## src/synth_port_regs.vh

```
// Constants of the three-wire synthesizer load port
`ifndef SYNTH_PORT_REGS_VH
`define SYNTH_PORT_REGS_VH

// ---------------------------------------------------------------------------
// Word layout
// ---------------------------------------------------------------------------
`define WORD_BITS          24
`define SEL_HIGH_BIT       1
`define SEL_LOW_BIT        0

// ---------------------------------------------------------------------------
// Latch select codes
// ---------------------------------------------------------------------------
`define SEL_CONTROL        2'h0
`define SEL_REF_DIV        2'h1
`define SEL_FB_DIV         2'h2
`define SEL_TEST           2'h3

// ---------------------------------------------------------------------------
// Status output selections
// ---------------------------------------------------------------------------
`define MUX_LOCK           2'h0
`define MUX_FB_DIV         2'h1
`define MUX_REF_DIV        2'h2
`define MUX_LOW            2'h3

// ---------------------------------------------------------------------------
// Lock detect timing
// ---------------------------------------------------------------------------
`define CLK_PERIOD_PS      4000
`define LOCK_SET_ERR_PS    15000
`define LOCK_CLR_ERR_PS    25000
// Error widths in system clocks: set bound rounded down, clear bound rounded up
`define LOCK_SET_CYC       8'h03
`define LOCK_CLR_CYC       8'h07
`define LOCK_CNT_NORMAL    3'h3
`define LOCK_CNT_PRECISE   3'h5

`endif

```

## src/lock_detect.v

```verilog
// Digital lock detector driven by phase error pulse widths
`timescale 1ns/1ps
`include "synth_port_regs.vh"

module lock_detect (
  input  wire       sys_clk_in,
  input  wire       rstn_in,
  input  wire       enable_in,
  input  wire       lock_precision_bit_in,
  input  wire       err_active_in,
  input  wire       pd_cycle_in,
  output reg        locked_out
);

  reg [7:0] err_len_reg;
  reg [7:0] err_max_reg;
  reg [2:0] good_cnt_reg;
  wire [2:0] need_cnt;
  wire [7:0] err_eff;

  assign need_cnt = lock_precision_bit_in ? `LOCK_CNT_PRECISE : `LOCK_CNT_NORMAL;
  assign err_eff  = (err_len_reg > err_max_reg) ? err_len_reg : err_max_reg;

  // ---------------------------------------------------------------------------
  // Measure widest error pulse per cycle and judge it at cycle boundary
  // ---------------------------------------------------------------------------
  always @(posedge sys_clk_in) begin
    if (!rstn_in || !enable_in) begin
      err_len_reg  <= 8'h00;
      err_max_reg  <= 8'h00;
      good_cnt_reg <= 3'h0;
      locked_out   <= 1'b0;
    end else if (pd_cycle_in) begin
      err_len_reg <= 8'h00;
      err_max_reg <= 8'h00;
      if (err_eff < `LOCK_SET_CYC) begin
        if (good_cnt_reg + 3'h1 >= need_cnt)
          locked_out <= 1'b1; // RULE9
        else
          good_cnt_reg <= good_cnt_reg + 3'h1;
      end else begin
        good_cnt_reg <= 3'h0;
        if (err_eff > `LOCK_CLR_CYC)
          locked_out <= 1'b0; // RULE9
      end
    end else if (err_active_in) begin
      if (err_len_reg != 8'hFF)
        err_len_reg <= err_len_reg + 8'h01;
    end else begin
      err_max_reg <= err_eff;
      err_len_reg <= 8'h00;
    end
  end

endmodule // lock_detect

```

## src/synth_three_wire_load_port.v

```verilog
// Three-wire load port with latches, power control and status output
`timescale 1ns/1ps
`include "synth_port_regs.vh"

// Operation
// RULE1 - Each serial clock rising edge shifts the data bit into 24-bit register.
// RULE2 - Words arrive most significant bit first; last two bits pick the latch.
// RULE3 - Load strobe rising copies the shift register into one selected latch.
// RULE4 - Select 00 control, 01 reference divider, 10 feedback divider, 11 test.
// RULE5 - Host must not load the factory test latch.
// RULE6 - Chip enable low powers down and floats the charge pump output.
// RULE7 - Chip enable high powers up only as software power-down bits allow.
// RULE8 - Status output shows lock detect, divided feedback or divided reference.
// RULE9 - Lock after 3 (or 5 precise) cycles under 15 ns; clears above 25 ns.
module synth_three_wire_load_port (
  input  wire        sys_clk_in,
  input  wire        rstn_in,
  input  wire        serial_clk_in,
  input  wire        serial_data_in,
  input  wire        load_strobe_in,
  input  wire        chip_enable_in,
  input  wire        sw_power_down_in,
  input  wire [1:0]  status_select_in,
  input  wire        lock_precision_bit_in,
  input  wire        phase_err_in,
  input  wire        pd_cycle_in,
  input  wire        fb_div_in,
  input  wire        ref_div_in,
  output reg  [23:0] control_latch_out,
  output reg  [23:0] ref_div_latch_out,
  output reg  [23:0] fb_div_latch_out,
  output reg  [23:0] test_latch_out,
  output reg         powered_up_out,
  output reg         charge_pump_output_oe_out,
  output reg         status_mux_output_out
);

  // ---------------------------------------------------------------------------
  // Pin synchronisers, three stages each
  // ---------------------------------------------------------------------------
  reg [2:0] sclk_sync_reg;
  reg [2:0] sdat_sync_reg;
  reg [2:0] load_sync_reg;
  reg [2:0] ce_sync_reg;
  reg [2:0] err_sync_reg;
  reg [2:0] fb_sync_reg;
  reg [2:0] ref_sync_reg;
  reg       sclk_state_reg;
  reg       sdat_state_reg;
  reg       load_state_reg;
  reg       ce_state_reg;
  reg       err_state_reg;
  reg       fb_state_reg;
  reg       ref_state_reg;
  reg [`WORD_BITS-1:0] shift_reg;
  wire      sclk_rise;
  wire      load_rise;
  wire      locked;
  // Next values and one-hot latch enables
  reg [`WORD_BITS-1:0] shift_next;
  reg [3:0] latch_hit;
  reg       power_next;
  reg       status_next;

  // Second and third agreeing stages confirm a new level
  // A pin pulse narrower than two clocks is dropped as a glitch
  function agreed;
    input [2:0] s;
    input       prev;
    begin
      agreed = (s[1] == s[2]) ? s[2] : prev;
    end
  endfunction

  // Shift all synchronisers on every clock
  always @(posedge sys_clk_in) begin
    if (!rstn_in) begin
      sclk_sync_reg <= 3'h0;
      sdat_sync_reg <= 3'h0;
      load_sync_reg <= 3'h0;
      ce_sync_reg   <= 3'h0;
      err_sync_reg  <= 3'h0;
      fb_sync_reg   <= 3'h0;
      ref_sync_reg  <= 3'h0;
    end else begin
      sclk_sync_reg <= {sclk_sync_reg[1:0], serial_clk_in};
      sdat_sync_reg <= {sdat_sync_reg[1:0], serial_data_in};
      load_sync_reg <= {load_sync_reg[1:0], load_strobe_in};
      ce_sync_reg   <= {ce_sync_reg[1:0], chip_enable_in};
      err_sync_reg  <= {err_sync_reg[1:0], phase_err_in};
      fb_sync_reg   <= {fb_sync_reg[1:0], fb_div_in};
      ref_sync_reg  <= {ref_sync_reg[1:0], ref_div_in};
    end
  end

  // Settled pin levels
  always @(posedge sys_clk_in) begin
    if (!rstn_in) begin
      sclk_state_reg <= 1'b0;
      sdat_state_reg <= 1'b0;
      load_state_reg <= 1'b0;
      ce_state_reg   <= 1'b0;
      err_state_reg  <= 1'b0;
      fb_state_reg   <= 1'b0;
      ref_state_reg  <= 1'b0;
    end else begin
      sclk_state_reg <= agreed(sclk_sync_reg, sclk_state_reg);
      sdat_state_reg <= agreed(sdat_sync_reg, sdat_state_reg);
      load_state_reg <= agreed(load_sync_reg, load_state_reg);
      ce_state_reg   <= agreed(ce_sync_reg, ce_state_reg);
      err_state_reg  <= agreed(err_sync_reg, err_state_reg);
      fb_state_reg   <= agreed(fb_sync_reg, fb_state_reg);
      ref_state_reg  <= agreed(ref_sync_reg, ref_state_reg);
    end
  end

  // Rising edges of the settled serial clock and load strobe
  assign sclk_rise = agreed(sclk_sync_reg, sclk_state_reg) & ~sclk_state_reg;
  assign load_rise = agreed(load_sync_reg, load_state_reg) & ~load_state_reg;

  // ---------------------------------------------------------------------------
  // Shift register and latch load
  // ---------------------------------------------------------------------------
  // Data taken MSB first, so each new bit enters at the bottom
  always @* begin
    shift_next = shift_reg;
    if (sclk_rise)
      shift_next = {shift_reg[`WORD_BITS-2:0], sdat_state_reg}; // RULE1 RULE2
  end

  // Shift register, cleared only by reset; a stray edge just shifts once more
  always @(posedge sys_clk_in) begin
    if (!rstn_in)
      shift_reg <= 24'h000000;
    else
      shift_reg <= shift_next;
  end

  // Two trailing bits choose exactly one destination latch
  always @* begin
    latch_hit = 4'h0;
    if (load_rise) begin // RULE3
      case (shift_reg[`SEL_HIGH_BIT:`SEL_LOW_BIT]) // RULE2 RULE4
        `SEL_CONTROL: latch_hit = 4'h1;
        `SEL_REF_DIV: latch_hit = 4'h2;
        `SEL_FB_DIV:  latch_hit = 4'h4;
        default:      latch_hit = 4'h8; // RULE4
      endcase
    end
  end

  // Latches hold until the next load that selects them
  always @(posedge sys_clk_in) begin
    if (!rstn_in) begin
      control_latch_out <= 24'h000000;
      ref_div_latch_out <= 24'h000000;
      fb_div_latch_out  <= 24'h000000;
      test_latch_out    <= 24'h000000;
    end else begin
      if (latch_hit[0])
        control_latch_out <= shift_reg; // RULE3
      if (latch_hit[1])
        ref_div_latch_out <= shift_reg;
      if (latch_hit[2])
        fb_div_latch_out  <= shift_reg;
      if (latch_hit[3])
        test_latch_out    <= shift_reg; // Factory test latch, only when selected
    end
  end

  // ---------------------------------------------------------------------------
  // Power control and status output
  // ---------------------------------------------------------------------------
  // Hardware enable gates software power-down; either one holds the part down
  always @* begin
    power_next = ce_state_reg & ~sw_power_down_in; // RULE6 RULE7
  end

  // Charge pump floats whenever the part is down, so the loop filter keeps its charge
  always @(posedge sys_clk_in) begin
    if (!rstn_in) begin
      powered_up_out            <= 1'b0;
      charge_pump_output_oe_out <= 1'b0;
    end else begin
      powered_up_out            <= power_next; // RULE7
      charge_pump_output_oe_out <= power_next; // RULE6
    end
  end

  // Selected status source; the spare select parks the pin low
  always @* begin
    case (status_select_in) // RULE8
      `MUX_LOCK:    status_next = locked;
      `MUX_FB_DIV:  status_next = fb_state_reg;
      `MUX_REF_DIV: status_next = ref_state_reg;
      default:      status_next = 1'b0;
    endcase
  end

  // Status pin register
  always @(posedge sys_clk_in) begin
    if (!rstn_in)
      status_mux_output_out <= 1'b0;
    else
      status_mux_output_out <= status_next; // RULE8
  end

  // ---------------------------------------------------------------------------
  // Lock detect
  // ---------------------------------------------------------------------------
  // Held clear while the part is powered down, so lock restarts from scratch
  lock_detect u_lock_detect (
    .sys_clk_in            (sys_clk_in),
    .rstn_in               (rstn_in),
    .enable_in             (powered_up_out),
    .lock_precision_bit_in (lock_precision_bit_in),
    .err_active_in         (err_state_reg),
    .pd_cycle_in           (pd_cycle_in),
    .locked_out            (locked)
  );

endmodule // synth_three_wire_load_port

```

## config.mk

```make
export PLATFORM = sky130hd
export DESIGN_NAME = synth_three_wire_load_port
export DESIGN_NICKNAME = d
export VERILOG_FILES = /design/src/lock_detect.v /design/src/synth_three_wire_load_port.v
export VERILOG_INCLUDE_DIRS = /design/src
export SDC_FILE = /design/constraint.sdc
export NUM_CORES = 1
export LEC_CHECK = 0
export BUFFER_PORTS_ARGS = -buffer_cell sky130_fd_sc_hd__buf_2
export CAP_MARGIN = 40
export CORE_MARGIN = 5
export CORE_UTILIZATION = 55
export CTS_CLUSTER_DIAMETER = 200
export CTS_CLUSTER_SIZE = 16
export DETAILED_ROUTE_END_ITERATION = 10
export PLACE_DENSITY_LB_ADDON = 0.25
export SYNTH_ARGS = -nofsm -noshare
export SYNTH_HDL_FRONTEND = slang
export SYNTH_SLANG_ARGS = --single-unit
```

## constraint.sdc

```tcl
create_clock -name sys_clk_in -period 4.35 [get_ports sys_clk_in]
set_input_delay 0.2175 -clock sys_clk_in [delete_from_list [all_inputs] [get_ports sys_clk_in]]
set_output_delay 0.2175 -clock sys_clk_in [all_outputs]
set_load 0.05 [all_outputs]
```

Word level (Yosys, flattened, before mapping)
Index checks and enable logic that the tools add are counted.

Add/sub/neg operators: 2. Order comparisons: 4. Equality and inequality tests: 14. Muxes and demuxes: 12. Bitwise operators: 7. Reductions and logical operators: 10.

Operators by type and width (number): one-hot mux 4 bit (3 select lines) (1); two-way mux 3 bit (3); adder 8 x 1 -> 8 bit (second input constant) (1); greater-than comparator 8 x 3 -> 1 bit (second input constant) (1); greater-than comparator 8 bit (1); < comparator 8 x 2 -> 1 bit (second input constant) (1); two-way mux 8 bit (1); != test 8 bit (second input constant) (1); == test 1 bit (7); two-way mux 1 bit (5); == test 2 x 1 -> 1 bit (second input constant) (2); == test 2 bit (second input constant) (2); zero test 2 bit (2); two-way mux 4 bit (1); != test 2 bit (second input constant) (2); NOT 1 bit (4); adder 3 x 1 -> 3 bit (second input constant) (1); bitwise AND 1 bit (3); greater-or-equal comparator 3 bit (1); one-hot mux 1 bit (3 select lines) (1); AND reduction 3 bit (1); OR reduction 3 bit (1); zero test 1 bit (2); AND reduction 2 bit (1); 3 further kinds (3).

Bits in registers: 170. Bits of input ports: 14. Logic and storage cells: 74.

Logic depth before layout (Yosys ltp)
Word-level depth: 5. Mapped depth: 8. Gate-level depth less buffers: 8.

Hierarchy
A second synthesis with hierarchy kept.

Cells, all modules: 652. Area total of the unflattened synthesis: 6421.2 sq um.

By module, submodules not included: synth_three_wire_load_port (times used 1, cells each 521, area an instance 5270.1 sq um, sequential area each 3002.9 sq um); lock_detect (times used 1, cells each 131, area an instance 1151.1 sq um, sequential area each 400.4 sq um).

Least setup slack after synthesis
No wires, ideal clock.

Path kind: flip-flop to flip-flop. From: register u_lock_detect.err_max_reg[7]. To: register u_lock_detect.good_cnt_reg[2]. Data arrival time: 1889 ps. Data required time: 4281 ps. Path slack: 2392 ps. Stages on the path, launching flop included: 8. Period minus slack after synthesis: 1958 ps. Path through: dfxtp_1 inv_1 ha_1 and4_2 o31ai_2 nor2_2 o31a_2 o21ai_1.

Cells in the longest elaborated chain, start to end: 5.

Ends and longest elaborated chain: start, declared (RTL line lock_detect.v:16) `reg [7:0] err_max_reg;`; start signal, assigned (RTL line lock_detect.v:50) `err_max_reg <= err_eff;`; greater-than comparator 8 bit (RTL line lock_detect.v:22) `assign err_eff = (err_len_reg > err_max_reg) ? err_len_reg : err_max_reg;`; two-way mux 8 bit (*) (RTL line lock_detect.v:22); < comparator 8 x 2 -> 1 bit (no line) (*); != test 2 bit (no line); AND reduction 2 bit (no line); end signal, assigned (RTL line lock_detect.v:40) `good_cnt_reg <= good_cnt_reg + 3'h1;`; end, declared (RTL line lock_detect.v:17) `reg [2:0] good_cnt_reg;`.

Every way passes the cells marked *; elsewhere a longest branch is shown, timed or not. A chain may end at the register's enable or synchronous reset.

Worst setup path after layout
From: register u_lock_detect.good_cnt_reg[0]. To: register u_lock_detect.good_cnt_reg[1].

Cells in the longest elaborated chain, start to end: 4.

Ends and longest elaborated chain: adder 3 x 1 -> 3 bit (*) (RTL line lock_detect.v:37, lock_detect.v:40); greater-or-equal comparator 3 bit (RTL line lock_detect.v:37) `if (good_cnt_reg + 3'h1 >= need_cnt)`; != test 2 bit (no line); AND reduction 2 bit (no line).

Every way passes the cells marked *; elsewhere a longest branch is shown, timed or not. The select of a mux whose other input is x is not followed.

==> impl_metrics.yaml <==
setup_path:
  path_max_fanout: 6
  cp_common_cell: "ha_1"
  path_cells: "ha_1, ha_1, nor2b_1, o21ai_0, nand3b_1, a2111oi_0, a221oi_1, o21ai_1"
  end_kind: "flip-flop"
  critPathMaxStageDelay_ps: 490
  worstSetupPathType: "reg -> reg"
  cp-start-kind: "flip-flop"
  cp_data_required_time_ps: 4700
  cpMaxStageDelayCell: "a2111oi_0"
  r2r_slack_ps: 2030
  arrival_ps: 2680
sta:
  tightest_slew_ps: 890
  rsz0062_at_grt: "no"
  fmax_ghz: 0.431
  period_share_pct: 53.4
  setup-tns-final_ps: 0
  fin_skew_ps: 6.71
  slew_viol_final: 0
  setup_viol: 0
  slew_headroom_pct: 40.5
  final_hold_viol_count: 0
  fin_crit_ps: 2320
drt:
  first_pass_iters: 4
  drt_wl_total_um: 15200
  ant_nets: 0
  vias: 5398
  wl_met1_um: 6530
  vias_per_cell: 5.36
  met3_length_um: 1080
  wl_per_cell_um: 15.1
  drc_errors: 0
  met2_length_um: 7340
  drt_iter0_drc: 368
  top_layer: "met4"
floorplan:
  die-area_sq_um: 14200
  num_rows: 39
  ios: 113
  die_y_um: 119
  fp.dieW_um: 119
  core_sq_um: 11600
  start_util_pct: 56.7
clock_tree:
  cts_htree_levels: 4
  cts_tree: "yes"
  clock_sinks: 170
  clk_latency_ps: 420
  cts_buffers: 17
  clockRootBuffer: "clkbuf_16"
  clockBufferDepth: 2
  clkSlewWorstSetupHoldPaths_ps: 60
job:
  maxCapViolCount: 0
place:
  gp_congestion: 0.867
  placed_cells: 970
  post_dp_cell_area_sq_um: 7260
  hpwl_um: 10400
  numPortBuffers: 112
layout:
  post-route-util_pct: 68.1
  drive_above_1_share_pct: 19.3
  fin_cells: 1007
  design_area_sq_um: 7870
  nets: 878
  fillers: 932
  synthToLayoutAreaGrowth_pct: 19.9
  num_antenna_cells: 0
logic_synthesis:
  synthSimpleGateAreaFrac_pct: 21.9
  synthTopCellsByArea: "dfxtp_1, nand2_1, a21boi_0"
  syn_avg_cell_area_sq_um: 8.74
  synth_xor_area_share_pct: 0.534
  synth-edff-count: 0
  yosysSeqAreaShare_pct: 51.9
  syn_area_sq_um: 6560
  synthAdderAreaFrac_pct: 2.29
  netlist_instances: 751
  ys_seq_elements: 170
  yosys.area.top_type: "dfxtp_1"
  ys_warn_count: 0
  synthMuxAreaShare_pct: 1.37
  synth_top_family_by_area: "simple AND/OR/NAND/NOR gates"
  synth_ff_type: "dfxtp_1"
  synth_top_area_share_pct: 51.9
  synth_compound_area_share_pct: 18.4
  yosys.cell_types.count: 49
  async_flop_share_pct: 0
  synth_fp_nets: 777
power_and_ir_drop:
  power.share.switching_pct: 20.6
  vdd_drop_max_mv: 0.280
  power_frac_seq_pct: 51.7
  p_per_area_nw_per_um2: 385
  p_switching_uw: 624
  combPwrFrac_pct: 1.9
  clkPwrFrac_pct: 46.4
  p_int_mw: 2.41
  p_leak_nw: 3.06
status:
  status: "completed"
worst_hold_path:
  holdCritPathClass: "in -> reg"
global_route:
  grt_pass1_vias: 5334
  grt_first_pass_wirelength_um: 25600
  grt_max_degree: 122
  antenna_found_initial: 0
  grtUsageTotal_pct: 21.9
  overflow: 0
==> power groups by stage <==
stage / sequential [mW] / combinational [mW] / clock [mW]
after CTS: 1.57 / 0.0569 / 1.42
after global routing: 1.57 / 0.0631 / 1.49
after floorplan: 1.60 / 0.0363 / 0
after detailed placement: 1.60 / 0.0526 / 0
final: 1.57 / 0.0570 / 1.41
after global placement: 1.60 / 0.0489 / 0
==> worst max-delay path: cells and delay by family (launching register included) <==
kind,cells,cell delay [ps]
fa+ha+maj,2,620
simple gates,2,370
flops,1,340
compound gates,4,910
==> Yosys cell counts, types with 3 or more instances <==
cell and instances:
a211oi_1 4, a21boi_0 119, or2_2 3, a21oi_1 7
o21a_1 4, nand2_1 244, nor2_2 3, nor2_1 20
inv_1 14, nand3_1 8, and3_1 6, buf_2 8
mux2i_1 9, a221oi_1 3, o21ai_0 14, nand4_1 3
ha_1 12, nor3_1 5, dfxtp_1 170, and2_1 25
clkbuf_1 35
==> cells in the final DEF, fill, tap and decap left out, types with 4 or more instances in the layout <==
cell type / instances
buf_8: 6
o21a_1: 4
nand2_1: 244
o21ai_0: 14
nor3_1: 4
inv_1: 14
a21oi_1: 7
nor2_2: 4
buf_2: 111
and2_1: 25
ha_1: 12
a21boi_0: 119
nand3_1: 8
nor2_1: 19
clkbuf_16: 17
dlygate4sd3_1: 6
dfxtp_1: 170
mux2i_1: 9
a211oi_1: 4
and3_1: 6
clkinv_2: 5
==> final timing paths <==
path / startpoint / end / depth (start not counted)
min reg2reg: sclk_sync_reg[0]$_SDFF_PN0_ / sclk_sync_reg[1]$_SDFF_PN0_ / 1
max: u_lock_detect.good_cnt_reg[0]$_SDFFE_PP0P_ / u_lock_detect.good_cnt_reg[1]$_SDFFE_PP0P_ / 8
max reg2reg: u_lock_detect.good_cnt_reg[0]$_SDFFE_PP0P_ / u_lock_detect.good_cnt_reg[1]$_SDFFE_PP0P_ / 8
min: load_strobe_in / load_sync_reg[0]$_SDFF_PN0_ / 2
==> what timing repair did <==
action | CTS | global route
hold buffers | 6 | 0
endpoints found under the setup margin | 0 | 0
gates resized for setup | 0 | 0
setup buffers | 0 | 0
hold endpoints to repair | 6 | 0
==> metal layers <==
layer	GRT usage [%]	vias up
li1	-	2676
met1	26.6	2541
met2	36.8	152
met3	6.64	29
met4	8.04	0
met5	0	-
==> cells by family after synthesis <==
family,Yosys count
compound gates,165
xor+xnor,4
fa+ha+maj,12
buf+inv,59
flops,170
mux,9
simple gates,332
==> per-stage QoR <==
stage          hold WS [ps]  setup slack, ps  total power, mW
2_1_floorplan           329             2390             1.64
3_3_place_gp            414             2280             1.65
3_5_place_dp            422             2110             1.66
4_1_cts                18.6             2070             3.05
5_1_grt                28.9             1970             3.13
6_report               27.3             2030             3.03
==> layout make-up <==
class | instances | area [sq um] | area share [%]
tap | 143 | 179 | 2.27
timing repair buffer | 127 | 756 | 9.60
clock buffer | 20 | 457 | 5.80
clock inverter | 11 | 95.1 | 1.21
sequential | 170 | 3400 | 43.2
multi-input combinational | 522 | 2930 | 37.2
inverter | 14 | 52.6 | 0.668
Note: power is estimated with default switching activity, not from simulation.
